<file path="src/common/bus_pins_regs.vh">
`ifndef BUS_PINS_REGS_VH
`define BUS_PINS_REGS_VH

// Register map (word offsets, one per register, not byte addresses)
`define REG_CTRL        4'h0
`define REG_STATUS      4'h1
`define REG_CYCLE       4'h2
`define REG_ADDR        4'h3
`define REG_WDATA       4'h4
`define REG_RDATA       4'h5
`define REG_DMA         4'h6
// Control register fields
`define CTRL_TOC_LO     0
`define CTRL_TOC_HI     1
`define CTRL_DEST_HI    2
`define CTRL_SRC_HI     3
`define CTRL_CK1_DIS    4
`define CTRL_CLEAR_TO_SEND1_N_EN    5
`define CTRL_DREQ_EDGE0 6
`define CTRL_DREQ_EDGE1 7
// Cycle command encodings (write REG_CYCLE)
`define CYC_FETCH       3'h0
`define CYC_MEM_RD      3'h1
`define CYC_MEM_WR      3'h2
`define CYC_IO_RD       3'h3
`define CYC_IO_WR       3'h4
`define CYC_REFRESH     3'h5
`define CYC_HALT        3'h6
`define CYC_SLEEP       3'h7
`define NMI_VECTOR      20'h00066
`define UNMAPPED_DATA   32'hDEADBEEF
`endif

</file>
<file path="src/core/dma_req_sense.v">
`timescale 1ns/1ps
// Synchronised DMA request, sensed by level or falling edge
module dma_req_sense (
    // Clock and reset
    input  wire sys_clk,
    input  wire reset_n,
    // Pin and mode
    input  wire req_pin_n,
    input  wire edge_mode,
    input  wire consume,
    // Result
    output wire pending
);
    reg s1_r;
    reg s2_r;
    reg s3_r;
    reg edge_r;
    always @(posedge sys_clk or negedge reset_n) begin
        if (!reset_n) begin
            s1_r   <= 1'b1;
            s2_r   <= 1'b1;
            s3_r   <= 1'b1;
            edge_r <= 1'b0;
        end else begin
            s1_r <= req_pin_n;
            s2_r <= s1_r;
            s3_r <= s2_r;
            // Set wins over consume so no edge is lost
            if (s3_r && !s2_r)
                edge_r <= 1'b1;
            else if (consume)
                edge_r <= 1'b0;
        end
    end
    assign pending = edge_mode ? edge_r : !s2_r;
endmodule

</file>
<file path="src/core/bus_pins.v">
`timescale 1ns/1ps
`include "bus_pins_regs.vh"
module bus_pins (
    // Clock and reset
    input  wire        sys_clk,
    input  wire        reset_n,
    // Avalon-MM slave
    input  wire [3:0]  avs_address,
    input  wire        avs_read,
    input  wire        avs_write,
    input  wire [31:0] avs_writedata,
    output reg  [31:0] avs_readdata,
    output wire        avs_waitrequest,
    // Address and data pins
    output wire [19:0] addr_out,
    output wire        addr_oe,
    input  wire [7:0]  data_in,
    output wire [7:0]  data_out,
    output wire        data_oe,
    // Strobes and status
    output wire        memory_strobe_n,
    output wire        io_strobe_n,
    output wire        read_strobe_n,
    output wire        write_strobe_n,
    output wire        ctrl_oe,
    output wire        opcode_cycle_n,
    output wire        refresh_cycle_n,
    output wire        halt_n,
    output wire        cycle_status,
    output wire        system_clock_out,
    // Bus exchange, wait, interrupts
    input  wire        ext_bus_request_n,
    output wire        ext_bus_grant_n,
    input  wire        wait_n,
    input  wire        nmi_n,
    input  wire        irq0_n,
    input  wire        irq1_n,
    input  wire        irq2_n,
    // Peripheral sources for shared pins
    input  wire        timer1_pulse_out,
    input  wire        async_clock0_out,
    input  wire        async_clock0_oe,
    input  wire        async_clock1_out,
    input  wire        async_clock1_oe,
    input  wire        async_tx_clk0,
    input  wire        async_tx_clk1,
    input  wire        async_tx_bit0,
    input  wire        async_tx_bit1,
    // Shared pins
    input  wire        pin_ck0_in,
    output wire        pin_ck0_out,
    output wire        pin_ck0_oe,
    input  wire        pin_ck1_in,
    output wire        pin_ck1_out,
    output wire        pin_ck1_oe,
    input  wire        pin_rxs_clear_to_send1_n,
    input  wire        dma_req1_n,
    output wire        dma_done1_n,
    output wire        async_tx0,
    output wire        async_tx1,
    // To peripherals
    output wire        async_clock0_in,
    output wire        async_clock1_in,
    output wire        sync_serial_rx,
    output wire        clear_to_send1_n
);
    // --------------------------------------------------------------
    // Bus states
    // --------------------------------------------------------------
    localparam [2:0] ST_IDLE  = 3'd0;
    localparam [2:0] ST_T1    = 3'd1;
    localparam [2:0] ST_T2    = 3'd2;
    localparam [2:0] ST_T3    = 3'd3;
    localparam [2:0] ST_FLOAT = 3'd4;
    localparam [2:0] ST_GRANT = 3'd5;
    localparam [2:0] ST_HALT  = 3'd6;

    reg  [2:0]  state_r;
    reg  [7:0]  ctrl_r;
    reg  [2:0]  cyc_r;
    reg  [1:0]  cls_r;
    reg         first_r;
    reg  [19:0] addr_r;
    reg  [7:0]  wdata_r;
    reg  [7:0]  rdata_r;
    reg  [1:0]  dma_last_r;
    reg         ack_r;
    reg         phase_r;
    reg  [2:0]  sync_a_r;
    reg  [2:0]  sync_b_r;
    reg  [4:0]  sync_c_r;
    reg  [4:0]  sync_d_r;
    reg  [3:0]  ck_r;
    reg         tx0_r;
    reg         tx1_r;
    reg  [1:0]  txc_prev_r;
    reg         nmi_prev_r;
    reg         nmi_pend_r;
    reg  [19:0] pc_r;
    reg         busy_r;
    wire        breq = !sync_a_r[1];
    wire        wait_lo = !sync_a_r[2];
    wire        nmi_s = sync_c_r[1];
    wire [1:0]  dreq_pend;
    wire        sel_timer = ctrl_r[`CTRL_TOC_LO] | ctrl_r[`CTRL_TOC_HI];
    wire        sel_dma_req0_n = ctrl_r[`CTRL_DEST_HI] | ctrl_r[`CTRL_SRC_HI];
    wire        wr_cyc = (cyc_r == `CYC_MEM_WR) || (cyc_r == `CYC_IO_WR);
    wire        io_cyc = (cyc_r == `CYC_IO_RD) || (cyc_r == `CYC_IO_WR);
    wire        rd_cyc = (cyc_r == `CYC_FETCH) || (cyc_r == `CYC_MEM_RD)
                         || (cyc_r == `CYC_IO_RD);
    wire        active = (state_r == ST_T1) || (state_r == ST_T2) || (state_r == ST_T3);
    wire        driving = (state_r != ST_FLOAT) && (state_r != ST_GRANT);
    wire        is_dma = (cls_r == 2'd1);
    wire        is_ack0 = (cls_r == 2'd2);
    wire        is_ack12 = (cls_r == 2'd3);
    wire        bus_wr = (avs_address == `REG_ADDR) && avs_write;

    // --------------------------------------------------------------
    // Input synchronisers
    // --------------------------------------------------------------
    always @(posedge sys_clk or negedge reset_n) begin
        if (!reset_n) begin
            sync_a_r <= 3'h7;
            sync_b_r <= 3'h7;
            sync_c_r <= 5'h1F;
            sync_d_r <= 5'h1F;
        end else begin
            sync_b_r <= {wait_n, ext_bus_request_n, 1'b1};
            sync_a_r <= sync_b_r;
            sync_d_r <= {irq2_n, irq1_n, irq0_n, nmi_n, 1'b1};
            sync_c_r <= sync_d_r;
        end
    end

    // --------------------------------------------------------------
    // Clock out, divider enable
    // --------------------------------------------------------------
    // half rate clock
    always @(posedge sys_clk or negedge reset_n) begin
        if (!reset_n)
            phase_r <= 1'b0;
        else
            phase_r <= ~phase_r;
    end
    assign system_clock_out = phase_r;
    // Bus steps once per output clock; WAIT sampled mid-period (falling edge)
    wire step = phase_r;

    // --------------------------------------------------------------
    // Bus state machine
    // --------------------------------------------------------------
    always @(posedge sys_clk or negedge reset_n) begin
        if (!reset_n) begin
            state_r    <= ST_FLOAT;
            cyc_r      <= `CYC_FETCH;
            cls_r      <= 2'd0;
            first_r    <= 1'b1;
            addr_r     <= 20'h00000;
            wdata_r    <= 8'h00;
            rdata_r    <= 8'h00;
            dma_last_r <= 2'b00;
            ack_r      <= 1'b0;
            nmi_prev_r <= 1'b1;
            nmi_pend_r <= 1'b0;
            pc_r       <= 20'h00000;
            busy_r     <= 1'b0;
            ctrl_r     <= 8'h00;
        end else begin
            ack_r      <= 1'b0;
            nmi_prev_r <= nmi_s;
            if (avs_write && avs_address == `REG_CTRL)
                ctrl_r <= avs_writedata[7:0];
            if (nmi_prev_r && !nmi_s)
                nmi_pend_r <= 1'b1;
            else if (avs_read && avs_address == `REG_STATUS)
                nmi_pend_r <= 1'b0;
            if (bus_wr)
                addr_r <= avs_writedata[19:0];
            if (avs_write && avs_address == `REG_WDATA)
                wdata_r <= avs_writedata[7:0];
            if (avs_write && avs_address == `REG_DMA)
                dma_last_r <= avs_writedata[1:0];
            if (avs_write && avs_address == `REG_CYCLE && !busy_r) begin
                cyc_r  <= avs_writedata[2:0];
                cls_r  <= avs_writedata[5:4];
                first_r <= avs_writedata[8];
                busy_r <= 1'b1;
            end
            if (step) begin
                case (state_r)
                ST_IDLE: begin
                    if (breq)
                        state_r <= ST_FLOAT;
                    else if (busy_r && (cyc_r == `CYC_HALT || cyc_r == `CYC_SLEEP))
                        state_r <= ST_HALT;
                    else if (busy_r)
                        state_r <= ST_T1;
                end
                ST_T1: state_r <= ST_T2;
                ST_T2: begin
                    if (!wait_lo)
                        state_r <= ST_T3;
                end
                ST_T3: begin
                    if (rd_cyc)
                        rdata_r <= data_in;
                    if (cyc_r == `CYC_FETCH)
                        pc_r <= addr_r + 20'h00001;
                    busy_r  <= 1'b0;
                    ack_r   <= 1'b1;
                    state_r <= breq ? ST_FLOAT : ST_IDLE;
                end
                ST_FLOAT: state_r <= breq ? ST_GRANT : ST_IDLE;
                ST_GRANT: if (!breq) state_r <= ST_IDLE;
                ST_HALT: begin
                    // grant from halt too; halt is re-entered after release
                    if (breq)
                        state_r <= ST_FLOAT;
                    else if (nmi_pend_r || !sync_c_r[2] || !sync_c_r[3] || !sync_c_r[4]) begin
                        busy_r  <= 1'b0;
                        state_r <= ST_IDLE;
                    end
                end
                default: state_r <= ST_IDLE;
                endcase
            end
        end
    end

    // --------------------------------------------------------------
    // Bus pins
    // --------------------------------------------------------------
    // address float
    assign addr_oe  = driving;
    assign data_oe  = driving && active && wr_cyc;
    assign ctrl_oe  = driving;
    assign data_out = wdata_r;
    assign addr_out = {addr_r[19], sel_timer ? timer1_pulse_out : addr_r[18],
                       io_cyc ? 2'b00 : addr_r[17:16],
                       cyc_r == `CYC_REFRESH ? 8'h00 : addr_r[15:8], addr_r[7:0]};
    assign memory_strobe_n = !(active && !io_cyc && !is_ack0 && !is_ack12);
    assign io_strobe_n     = !(active && (io_cyc || is_ack0) && !is_ack12);
    assign read_strobe_n   = !(active && rd_cyc && !is_ack12 && !is_ack0);
    assign write_strobe_n  = !(active && wr_cyc && state_r != ST_T1);
    assign refresh_cycle_n = !(active && cyc_r == `CYC_REFRESH);
    assign opcode_cycle_n  = !((active && (cyc_r == `CYC_FETCH || is_ack0) && !is_dma)
                              || (state_r == ST_HALT && cyc_r == `CYC_HALT));
    assign halt_n          = !(state_r == ST_HALT);
    assign cycle_status    = (state_r == ST_HALT) ? (cyc_r == `CYC_SLEEP)
                             : !(is_dma || (active && cyc_r == `CYC_FETCH && first_r));
    assign ext_bus_grant_n = !(state_r == ST_GRANT);
    assign dma_done1_n = !(is_dma && active && wr_cyc && dma_last_r[1]);
    wire   done0_n     = !(is_dma && active && wr_cyc && dma_last_r[0]);

    // --------------------------------------------------------------
    // Shared pins
    // --------------------------------------------------------------
    // clock 0 or DMA request 0
    assign pin_ck0_out     = async_clock0_out;
    assign pin_ck0_oe      = async_clock0_oe && !sel_dma_req0_n;
    assign async_clock0_in = ck_r[2];
    // clock 1 or transfer end 0
    assign pin_ck1_out     = ctrl_r[`CTRL_CK1_DIS] ? done0_n : async_clock1_out;
    assign pin_ck1_oe      = ctrl_r[`CTRL_CK1_DIS] | async_clock1_oe;
    assign async_clock1_in = ck_r[3];
    assign sync_serial_rx   = ctrl_r[`CTRL_CLEAR_TO_SEND1_N_EN] ? 1'b1 : pin_rxs_clear_to_send1_n;
    assign clear_to_send1_n = ctrl_r[`CTRL_CLEAR_TO_SEND1_N_EN] ? pin_rxs_clear_to_send1_n : 1'b1;
    // Two stages: the clock pins are asynchronous to sys_clk
    always @(posedge sys_clk or negedge reset_n) begin
        if (!reset_n)
            ck_r <= 4'h0;
        else
            ck_r <= {ck_r[1:0], pin_ck1_in, pin_ck0_in};
    end

    dma_req_sense u_dma_req0_n (
        .sys_clk   (sys_clk),
        .reset_n   (reset_n),
        .req_pin_n (sel_dma_req0_n ? pin_ck0_in : 1'b1),
        .edge_mode (ctrl_r[`CTRL_DREQ_EDGE0]),
        .consume   (ack_r && is_dma),
        .pending   (dreq_pend[0])
    );
    dma_req_sense u_dma_req1_n (
        .sys_clk   (sys_clk),
        .reset_n   (reset_n),
        .req_pin_n (dma_req1_n),
        .edge_mode (ctrl_r[`CTRL_DREQ_EDGE1]),
        .consume   (ack_r && is_dma),
        .pending   (dreq_pend[1])
    );

    always @(posedge sys_clk or negedge reset_n) begin
        if (!reset_n) begin
            tx0_r      <= 1'b1;
            tx1_r      <= 1'b1;
            txc_prev_r <= 2'b00;
        end else begin
            // Previous level resets low so a clock already low gives no false fall
            txc_prev_r <= {async_tx_clk1, async_tx_clk0};
            if (txc_prev_r[0] && !async_tx_clk0)
                tx0_r <= async_tx_bit0;
            if (txc_prev_r[1] && !async_tx_clk1)
                tx1_r <= async_tx_bit1;
        end
    end
    assign async_tx0 = tx0_r;
    assign async_tx1 = tx1_r;

    // --------------------------------------------------------------
    // Avalon slave, zero wait
    // --------------------------------------------------------------
    assign avs_waitrequest = 1'b0;
    always @* begin
        case (avs_address)
        `REG_CTRL:   avs_readdata = {24'h000000, ctrl_r};
        // Pending interrupts: irq priority via software view
        `REG_STATUS: avs_readdata = {20'h00000, dreq_pend, !sync_c_r[4], !sync_c_r[3],
                                     !sync_c_r[2] && !breq, nmi_pend_r, busy_r,
                                     state_r == ST_GRANT, 1'b0, state_r};
        `REG_CYCLE:  avs_readdata = {23'h000000, first_r, 2'b00, cls_r, 1'b0, cyc_r};
        `REG_ADDR:   avs_readdata = {12'h000, nmi_pend_r ? `NMI_VECTOR : pc_r};
        `REG_WDATA:  avs_readdata = {24'h000000, wdata_r};
        `REG_RDATA:  avs_readdata = {24'h000000, rdata_r};
        `REG_DMA:    avs_readdata = {30'h00000000, dma_last_r};
        default:     avs_readdata = `UNMAPPED_DATA;
        endcase
    end
endmodule

</file>
<file path="config.mk">
export PLATFORM = sky130hd
export DESIGN_NAME = bus_pins
export DESIGN_NICKNAME = d
export VERILOG_FILES = /design/src/core/dma_req_sense.v /design/src/core/bus_pins.v
export VERILOG_INCLUDE_DIRS = /design/src /design/src/common
export SDC_FILE = /design/constraint.sdc
export NUM_CORES = 1
export LEC_CHECK = 0
export BUFFER_PORTS_ARGS = -buffer_cell sky130_fd_sc_hd__buf_2
export CORE_UTILIZATION = 58
export CTS_BUF_LIST = sky130_fd_sc_hd__clkbuf_8
export DETAILED_ROUTE_END_ITERATION = 8
export HOLD_SLACK_MARGIN = 0.15
export MAX_ROUTING_LAYER = met4
export PLACE_DENSITY = 0.95
export SLEW_MARGIN = 40
export SYNTH_ARGS = -nofsm -noshare
export SYNTH_HDL_FRONTEND = slang
export SYNTH_SLANG_ARGS = --single-unit
</file>
<file path="constraint.sdc">
create_clock -name sys_clk -period 4.21 [get_ports sys_clk]
set_clock_uncertainty 0.1 [all_clocks]
set_input_delay 0.2105 -clock sys_clk [delete_from_list [all_inputs] [get_ports sys_clk]]
set_output_delay 0.2105 -clock sys_clk [all_outputs]
set_load 0.03 [all_outputs]
</file>
==> results.tsv, run 1 <==
metric	value	unit
Comb pwr share	33.4	%
Starting Density	60.3	%
CP dominant cell by count	buf_2	
overall power	3.36	mW
Post-Syn Area	5310	um^2
hold_buf cts	44	
FMAX	0.409	GHz
Post-synth EDFFs	0	
Arr. time, crit path	2140	ps
clk sinks	108	
Die Area	9540	um^2
count leader, synth	dfrtp_1	
# port buffers	132	
measured slew at the worst slew-check pin	730	ps
drt total wl	14400	um
Crit Path Class	input pin to primary output	
worst skew pair latency	380	ps
setup TNS	0	ps
Ys Warns	0	
power share of the clock group	18.4	%
cell family with the largest share of critical-path delay	simple AND/OR/NAND/NOR gates	
# rows	34	
RD Place Congestion	0.994	
ys flop type	dfrtp_1	
pin count of the biggest net entering global routing	76	
crit-path max FO	14	
Clock Pin Slew Worst Setup and Hold Paths	110	ps
failing checks	design-rule violations	
core footprint	8810	um^2
Max rail drop VDD	0.308	mV
Psw	1.38	mW
layout cells sized above 1	39.5	%
Avg Vias per Cell	5.84	
GRT Residual Overflow	0	
H-tree Lvls	3	
sequential fraction of the synthesis area	51.5	%
First DRT Iteration DRCs	394	
Post-Syn Area per Cell	11.0	um^2
Die X	97.7	um
CP max-delay cell	and2_1	
Synth-to-Final Area Change	22.5	%
Clock Tree Root	clkbuf_8	
Max-slew headroom	51.4	%
GR Util All Layers	32.3	%
PwrDens	517	nW/um^2
vias in the first global route	4314	
CP Capture Type	primary output	
Synth top area share	40.1	%
fin crit share	58.1	%
WL per Instance	19.4	um
top cell type by total area after synthesis	dfrtp_1	
Layout Utilization	73.8	%
Hold Fails Final Rpt	0	
Synth cell types	60	
via count	4330	
CP max stage delay	600	ps
Pint	1.99	mW
initial antenna violation count	0	
Routed Antenna Nets	0	
post-layout min period	2450	ps
crit path buf inv count	2	
Crit path required time	3900	ps
final HPWL from detailed placement	9960	um
Max Cap Viol	0	
post-synthesis register bit count	108	
Total Nets Final	696	
Seq pwr share	48.1	%
drt pass-1 iters	7	
status	finished, violations left	
chip height	97.7	um
TritonCTS buffer count	9	
setup violators final	0	
worst path cell trace	buf_2 -> nor2_1 -> and3_1 -> and2_1 -> nand2_1 -> o311ai_0 -> buf_2	
global-route wire length before repair	22800	um
post-CTS sizing	0	
Max Root-Sink Buffers	2	
ys async rst share	100	%
crit start category	input pin	
antenna fix cells	0	
CTS tree	done	
Max Slew Vio Count	0	
P_leak	3.01	nW
DR DRC count	16	
RSZ-0062 raised after global routing	false	
worst min-delay path class	register to register	
Syn Inst Count	481	
synth cell count leaders	dfrtp_1 (85), mux2_2 (59), nor2_1 (34)	
Setup Buffers After CTS	0	
synth top area cells	dfrtp_1 (40%), mux2_2 (13%), dfstp_2 (11%)	
Sw Ratio	41.0	%
num ports	152	
power groups by stage:
stage          logic (mW)  registers, mW  clock network (mW)
2_1_floorplan       0.879           1.51                   0
3_3_place_gp         1.05           1.61                   0
3_5_place_dp         1.08           1.63                   0
4_1_cts              1.12           1.61               0.623
5_1_grt              1.20           1.65               0.663
6_report             1.12           1.62               0.619
worst paths after layout:
| check | startpoint | end | slack [ps] | depth (start not counted) |
|---|---|---|---|---|
| setup / recovery | avs_address[3] | avs_readdata[7] | 1760 | 7 |
| hold / removal | u_dma_req1_n.s1_r | u_dma_req1_n.s2_r | 250 | 0 |
| setup reg to reg | state_r[1] | pc_r[1] | 1960 | 5 |
| hold reg to reg | u_dma_req1_n.s1_r | u_dma_req1_n.s2_r | 250 | 0 |
| max in group asynchronous | reset_n | sync_b_r[2] | 2800 | 3 |
| min in group asynchronous | reset_n | ctrl_r[6] | 290 | 2 |
flip-flops by register name (all words and copies together) (netlist names), 3 cells and up:
register  flops
ck_r          4
ctrl_r        8
sync_d_r      4
addr_r       20
rdata_r       8
sync_c_r      4
pc_r         20
data_out      8
cyc_r         3
state_r       3
logic make-up after synthesis:
family                     synth area share [%]
xor gates and xnor gates                   3.14
AOI/OAI and AO/OA                          10.2
adders and majority gates                 0.424
other                                    0.0707
muxes                                      12.7
DFF                                        51.5
buffers and inverters                      6.51
and+or+nand+nor                            15.5
metal layers:
metal	GRT usage, %	part of all wire, %	vias to the layer above	wire [um]
met1	41.9	42	2131	6040
li1	-	-	1977	-
met3	4.46	4.8	37	695
met2	51.9	51	185	7310
met5	-	0	-	0
met4	12.2	2.5	0	365
layout by cell type (no fill, tap or decap), types with 9 or more instances in the layout:
| master | Yosys | layout |
|---|---|---|
| buf_2 | 6 | 131 |
| dfrtp_1 | 85 | 85 |
| mux2_2 | 59 | 59 |
| dlygate4sd3_1 | 0 | 44 |
| nor2_1 | 34 | 34 |
| nand2_1 | 32 | 31 |
| a21oi_1 | 25 | 25 |
| dfstp_2 | 23 | 23 |
| and2_1 | 15 | 16 |
| o21ai_0 | 16 | 16 |
| inv_1 | 12 | 12 |
| nand3_1 | 10 | 10 |
| xor2_1 | 10 | 10 |
| xnor2_1 | 9 | 9 |
| clkbuf_8 | 0 | 9 |
final cells by class:
class	instances	area [um^2]
clock buffers	9	124
clock inverters	7	67.6
fillers	562	2300
inverters	12	45.0
multi-input cells	318	2270
flip-flops and latches	108	2730
well taps	108	135
repair buffers	179	1130
through the flow:
stage | instance area [um^2] | hold slack [ps] | worst slack, ps | instances
floorplan | 5320 | -185 | 1620 | 485
global placement | 5840 | 216 | 1730 | 681
detailed placement | 5850 | 163 | 1670 | 681
CTS | 6480 | 237 | 1680 | 741
global route | 6500 | 242 | 1650 | 741
finish | 6500 | 246 | 1760 | 741
(Power assumes the default switching activity.)
==> run 2, diff against run 1 <==
--- a/config.mk
+++ b/config.mk
@@ -6,13 +6,14 @@
 export SDC_FILE = /design/constraint.sdc
 export NUM_CORES = 1
 export LEC_CHECK = 0
+export ABC_AREA = 1
 export BUFFER_PORTS_ARGS = -buffer_cell sky130_fd_sc_hd__buf_2
-export CORE_UTILIZATION = 58
+export CORE_UTILIZATION = 54
 export CTS_BUF_LIST = sky130_fd_sc_hd__clkbuf_8
 export DETAILED_ROUTE_END_ITERATION = 8
 export HOLD_SLACK_MARGIN = 0.15
 export MAX_ROUTING_LAYER = met4
-export PLACE_DENSITY = 0.95
+export PLACE_DENSITY = 0.94
 export SLEW_MARGIN = 40
 export SYNTH_ARGS = -nofsm -noshare
 export SYNTH_HDL_FRONTEND = slang
==> constraint.sdc (replaced) <==
create_clock -name sys_clk -period 2.5 [get_ports sys_clk]
set_clock_uncertainty 0.1 [all_clocks]
set_input_delay 0.125 -clock sys_clk [delete_from_list [all_inputs] [get_ports sys_clk]]
set_output_delay 0.125 -clock sys_clk [all_outputs]
set_load 0.03 [all_outputs]
==> run 2 against run 1 <==
Critical path depth increased by 1; the run now ends clean; cell count increased by 32%; setup slack got worse by 1500 ps; sequential power increased by 60%; sequential share of layout area decreased by 1.4 points; combinational power increased by 100%; routed wire length increased by 5.0%; critical path type is now register to primary output; cell area increased by 3.5%.
==> results.tsv, run 2 <==
metric	value	unit
Synth top area share	38.7	%
TritonCTS buffer count	9	
# fillers	781	
Ys Warns	0	
worst path cell trace	inv_1 -> nand2_1 -> nand2_1 -> nor3_2 -> nand2_1 -> nand2_1 -> nand2_1 -> buf_2	
post-layout min period	2250	ps
core footprint	9820	um^2
final HPWL from detailed placement	10800	um
count leader, synth	nand2_1	
Max Root-Sink Buffers	2	
crit start category	register	
Post-Syn Area per Cell	8.03	um^2
Psw	2.59	mW
P_leak	3.40	nW
# rows	36	
num ports	152	
First DRT Iteration DRCs	457	
antenna fix cells	0	
fin crit share	90.1	%
Routed Antenna Nets	0	
placed inst area	6100	um^2
post-CTS sizing	0	
H-tree Lvls	3	
power share of the clock group	17.4	%
multi-input logic area	2180	um^2
largest family of logic cells by synthesized area	simple AND/OR/NAND/NOR gates	
Max Cap Viol	0	
layout cells sized above 1	25.7	%
Pint	3.27	mW
Crit Path Class	register to primary output	
Max rail drop VDD	0.509	mV
Sw Ratio	44.2	%
CP Capture Type	primary output	
drt pass-1 iters	5	
ys flop type	dfrtp_1	
Synth cell types	42	
# port buffers	132	
Seq pwr share	44.4	%
commonest non-fill, non-tap cell in the layout	nand2_1	
post-synthesis simple-gate area fraction	25.4	%
Post-synth EDFFs	0	
ys async rst share	100	%
r2r setup slk	740	ps
mux cell area share after synthesis	0	%
WL per Instance	15.5	um
Die Area	10600	um^2
PwrDens	872	nW/um^2
synth top area cells	dfrtp_1 (39%), nand2_1 (13%), dfstp_2 (11%)	
CTS tree	done	
CP max stage delay	550	ps
via count	5172	
CP dominant cell by count	nand2_1	
Crit path required time	2280	ps
pin count of the biggest net entering global routing	70	
clk sinks	108	
GRT Residual Overflow	0	
status	finished, final reports clean	
measured slew at the worst slew-check pin	558	ps
chip height	103	um
worst skew pair latency	370	ps
crit path buf inv count	2	
Synth Area in Compound Gates	12.9	%
setup TNS	0	ps
hold slack	150	ps
Final Cell Area	6730	um^2
Total Nets Final	909	
Arr. time, crit path	2030	ps
synth cell count leaders	nand2_1 (191), dfrtp_1 (85), inv_1 (77)	
sequential fraction of the synthesis area	49.7	%
global-route wire length before repair	23400	um
Post-Synth XOR/XNOR Area	0.797	%
top cell type by total area after synthesis	dfrtp_1	
Max Slew Vio Count	0	
Die X	103	um
GR Util All Layers	30.7	%
Starting Density	56.0	%
register area	2730	um^2
initial antenna violation count	0	
drt total wl	15100	um
RSZ-0062 raised after global routing	false	
Post-Syn Area	5500	um^2
Setup Buffers After CTS	0	
post-synthesis register bit count	108	
setup violators final	0	
cell family with the largest share of critical-path delay	simple AND/OR/NAND/NOR gates	
vias in the first global route	4709	
Clock Pin Slew Worst Setup and Hold Paths	100	ps
DR DRC count	0	
CP max-delay cell	dfrtp_1	
crit-path max FO	8	
worst min-delay path class	input pin to primary output	
Clock Tree Root	clkbuf_8	
Hold Fails Final Rpt	0	
Syn Inst Count	684	
Synth-to-Final Area Change	22.4	%
biggest regs	addr_r (20), pc_r (20)	
Comb pwr share	38.2	%
RD Place Congestion	0.982	
Avg Vias per Cell	5.28	
FMAX	0.444	GHz
commonest non-fill, non-tap cells in the layout	nand2_1 (191), buf_2 (131), dfrtp_1 (85), inv_1 (78), nor2_1 (67)	
post-synthesis adder-cell area fraction	0.228	%
Max-slew headroom	62.7	%
[run 2: cell count changes in the layout (fill, tap and decap cells not counted), sizes merged, moves of 6 or more]
cell and delta:
and2 -14, mux2 -59, xor2 -7, o21ai +62, nand3 +28, a21o -8, inv +74, nor2 +41
nand2 +159, a221oi -8, nand3b -7, xnor2 -7, and3 -6
[run 2: worst paths after layout]
path | startpoint | end | cells after the start
worst max-delay path | state_r[1] | pin_ck1_out | 8
worst min-delay path | async_clock0_out | pin_ck0_out | 0
worst max register to register | cyc_r[1] | pc_r[5] | 7
worst min register to register | ck_r[1] | ck_r[3] | 0
max in group asynchronous | reset_n | sync_c_r[1] | 3
min in group asynchronous | reset_n | txc_prev_r[1] | 2
[run 2: per-stage QoR]
stage	cells	setup WS [ps]	util [%]	power, mW
3_3_place_gp	919	749	62.1	4.69
2_1_floorplan	688	459	-	4.14
4_1_cts	979	310	68.5	5.83
6_report	979	248	68.5	5.86
3_5_place_dp	919	742	62.1	4.77
5_1_grt	979	109	68.5	6.21
[run 2: layout make-up]
cell class              instances  area share (%)
clock buffers                   9            1.84
clock inverters                 7           0.911
inverters                      85            4.78
multi-input cells             457            32.4
flip-flops and latches        108            40.6
well taps                     133            2.47
repair buffers                180            17.0
[run 2: logic make-up (layout without fill, tap and decap cells)]
group	Yosys count	count (layout)
and+or+nand+nor	326	326
buffers and inverters	123	281
AOI/OAI and AO/OA	120	120
DFF	108	108
xor gates and xnor gates	5	5
adders and majority gates	1	1
other	1	5
[run 2: power groups by stage]
stage	Sequential (mW)	Clock [mW]	Combinational, mW
after detailed placement	2.61	0	2.16
after global routing	2.64	1.10	2.47
after CTS	2.58	1.03	2.22
final	2.60	1.02	2.24
after global placement	2.59	0	2.10
after floorplan	2.53	0	1.61
[run 2: timing repair]
item	4_1_cts	5_1_grt
endpoints found under the setup margin	0	0
hold buffers	44	0
hold endpoints to repair	162	0
[run 2: layer usage]
| layer | track usage (%) | part of all wire (%) | vias up | routed length (um) |
|---|---|---|---|---|
| met1 | 41.1 | 42 | 2396 | 6300 |
| met4 | 12.7 | 3.4 | 0 | 516 |
| met3 | 4.68 | 8.3 | 45 | 1260 |
| li1 | - | - | 2463 | - |
| met2 | 46.8 | 47 | 268 | 7060 |
| met5 | - | 0 | - | 0 |
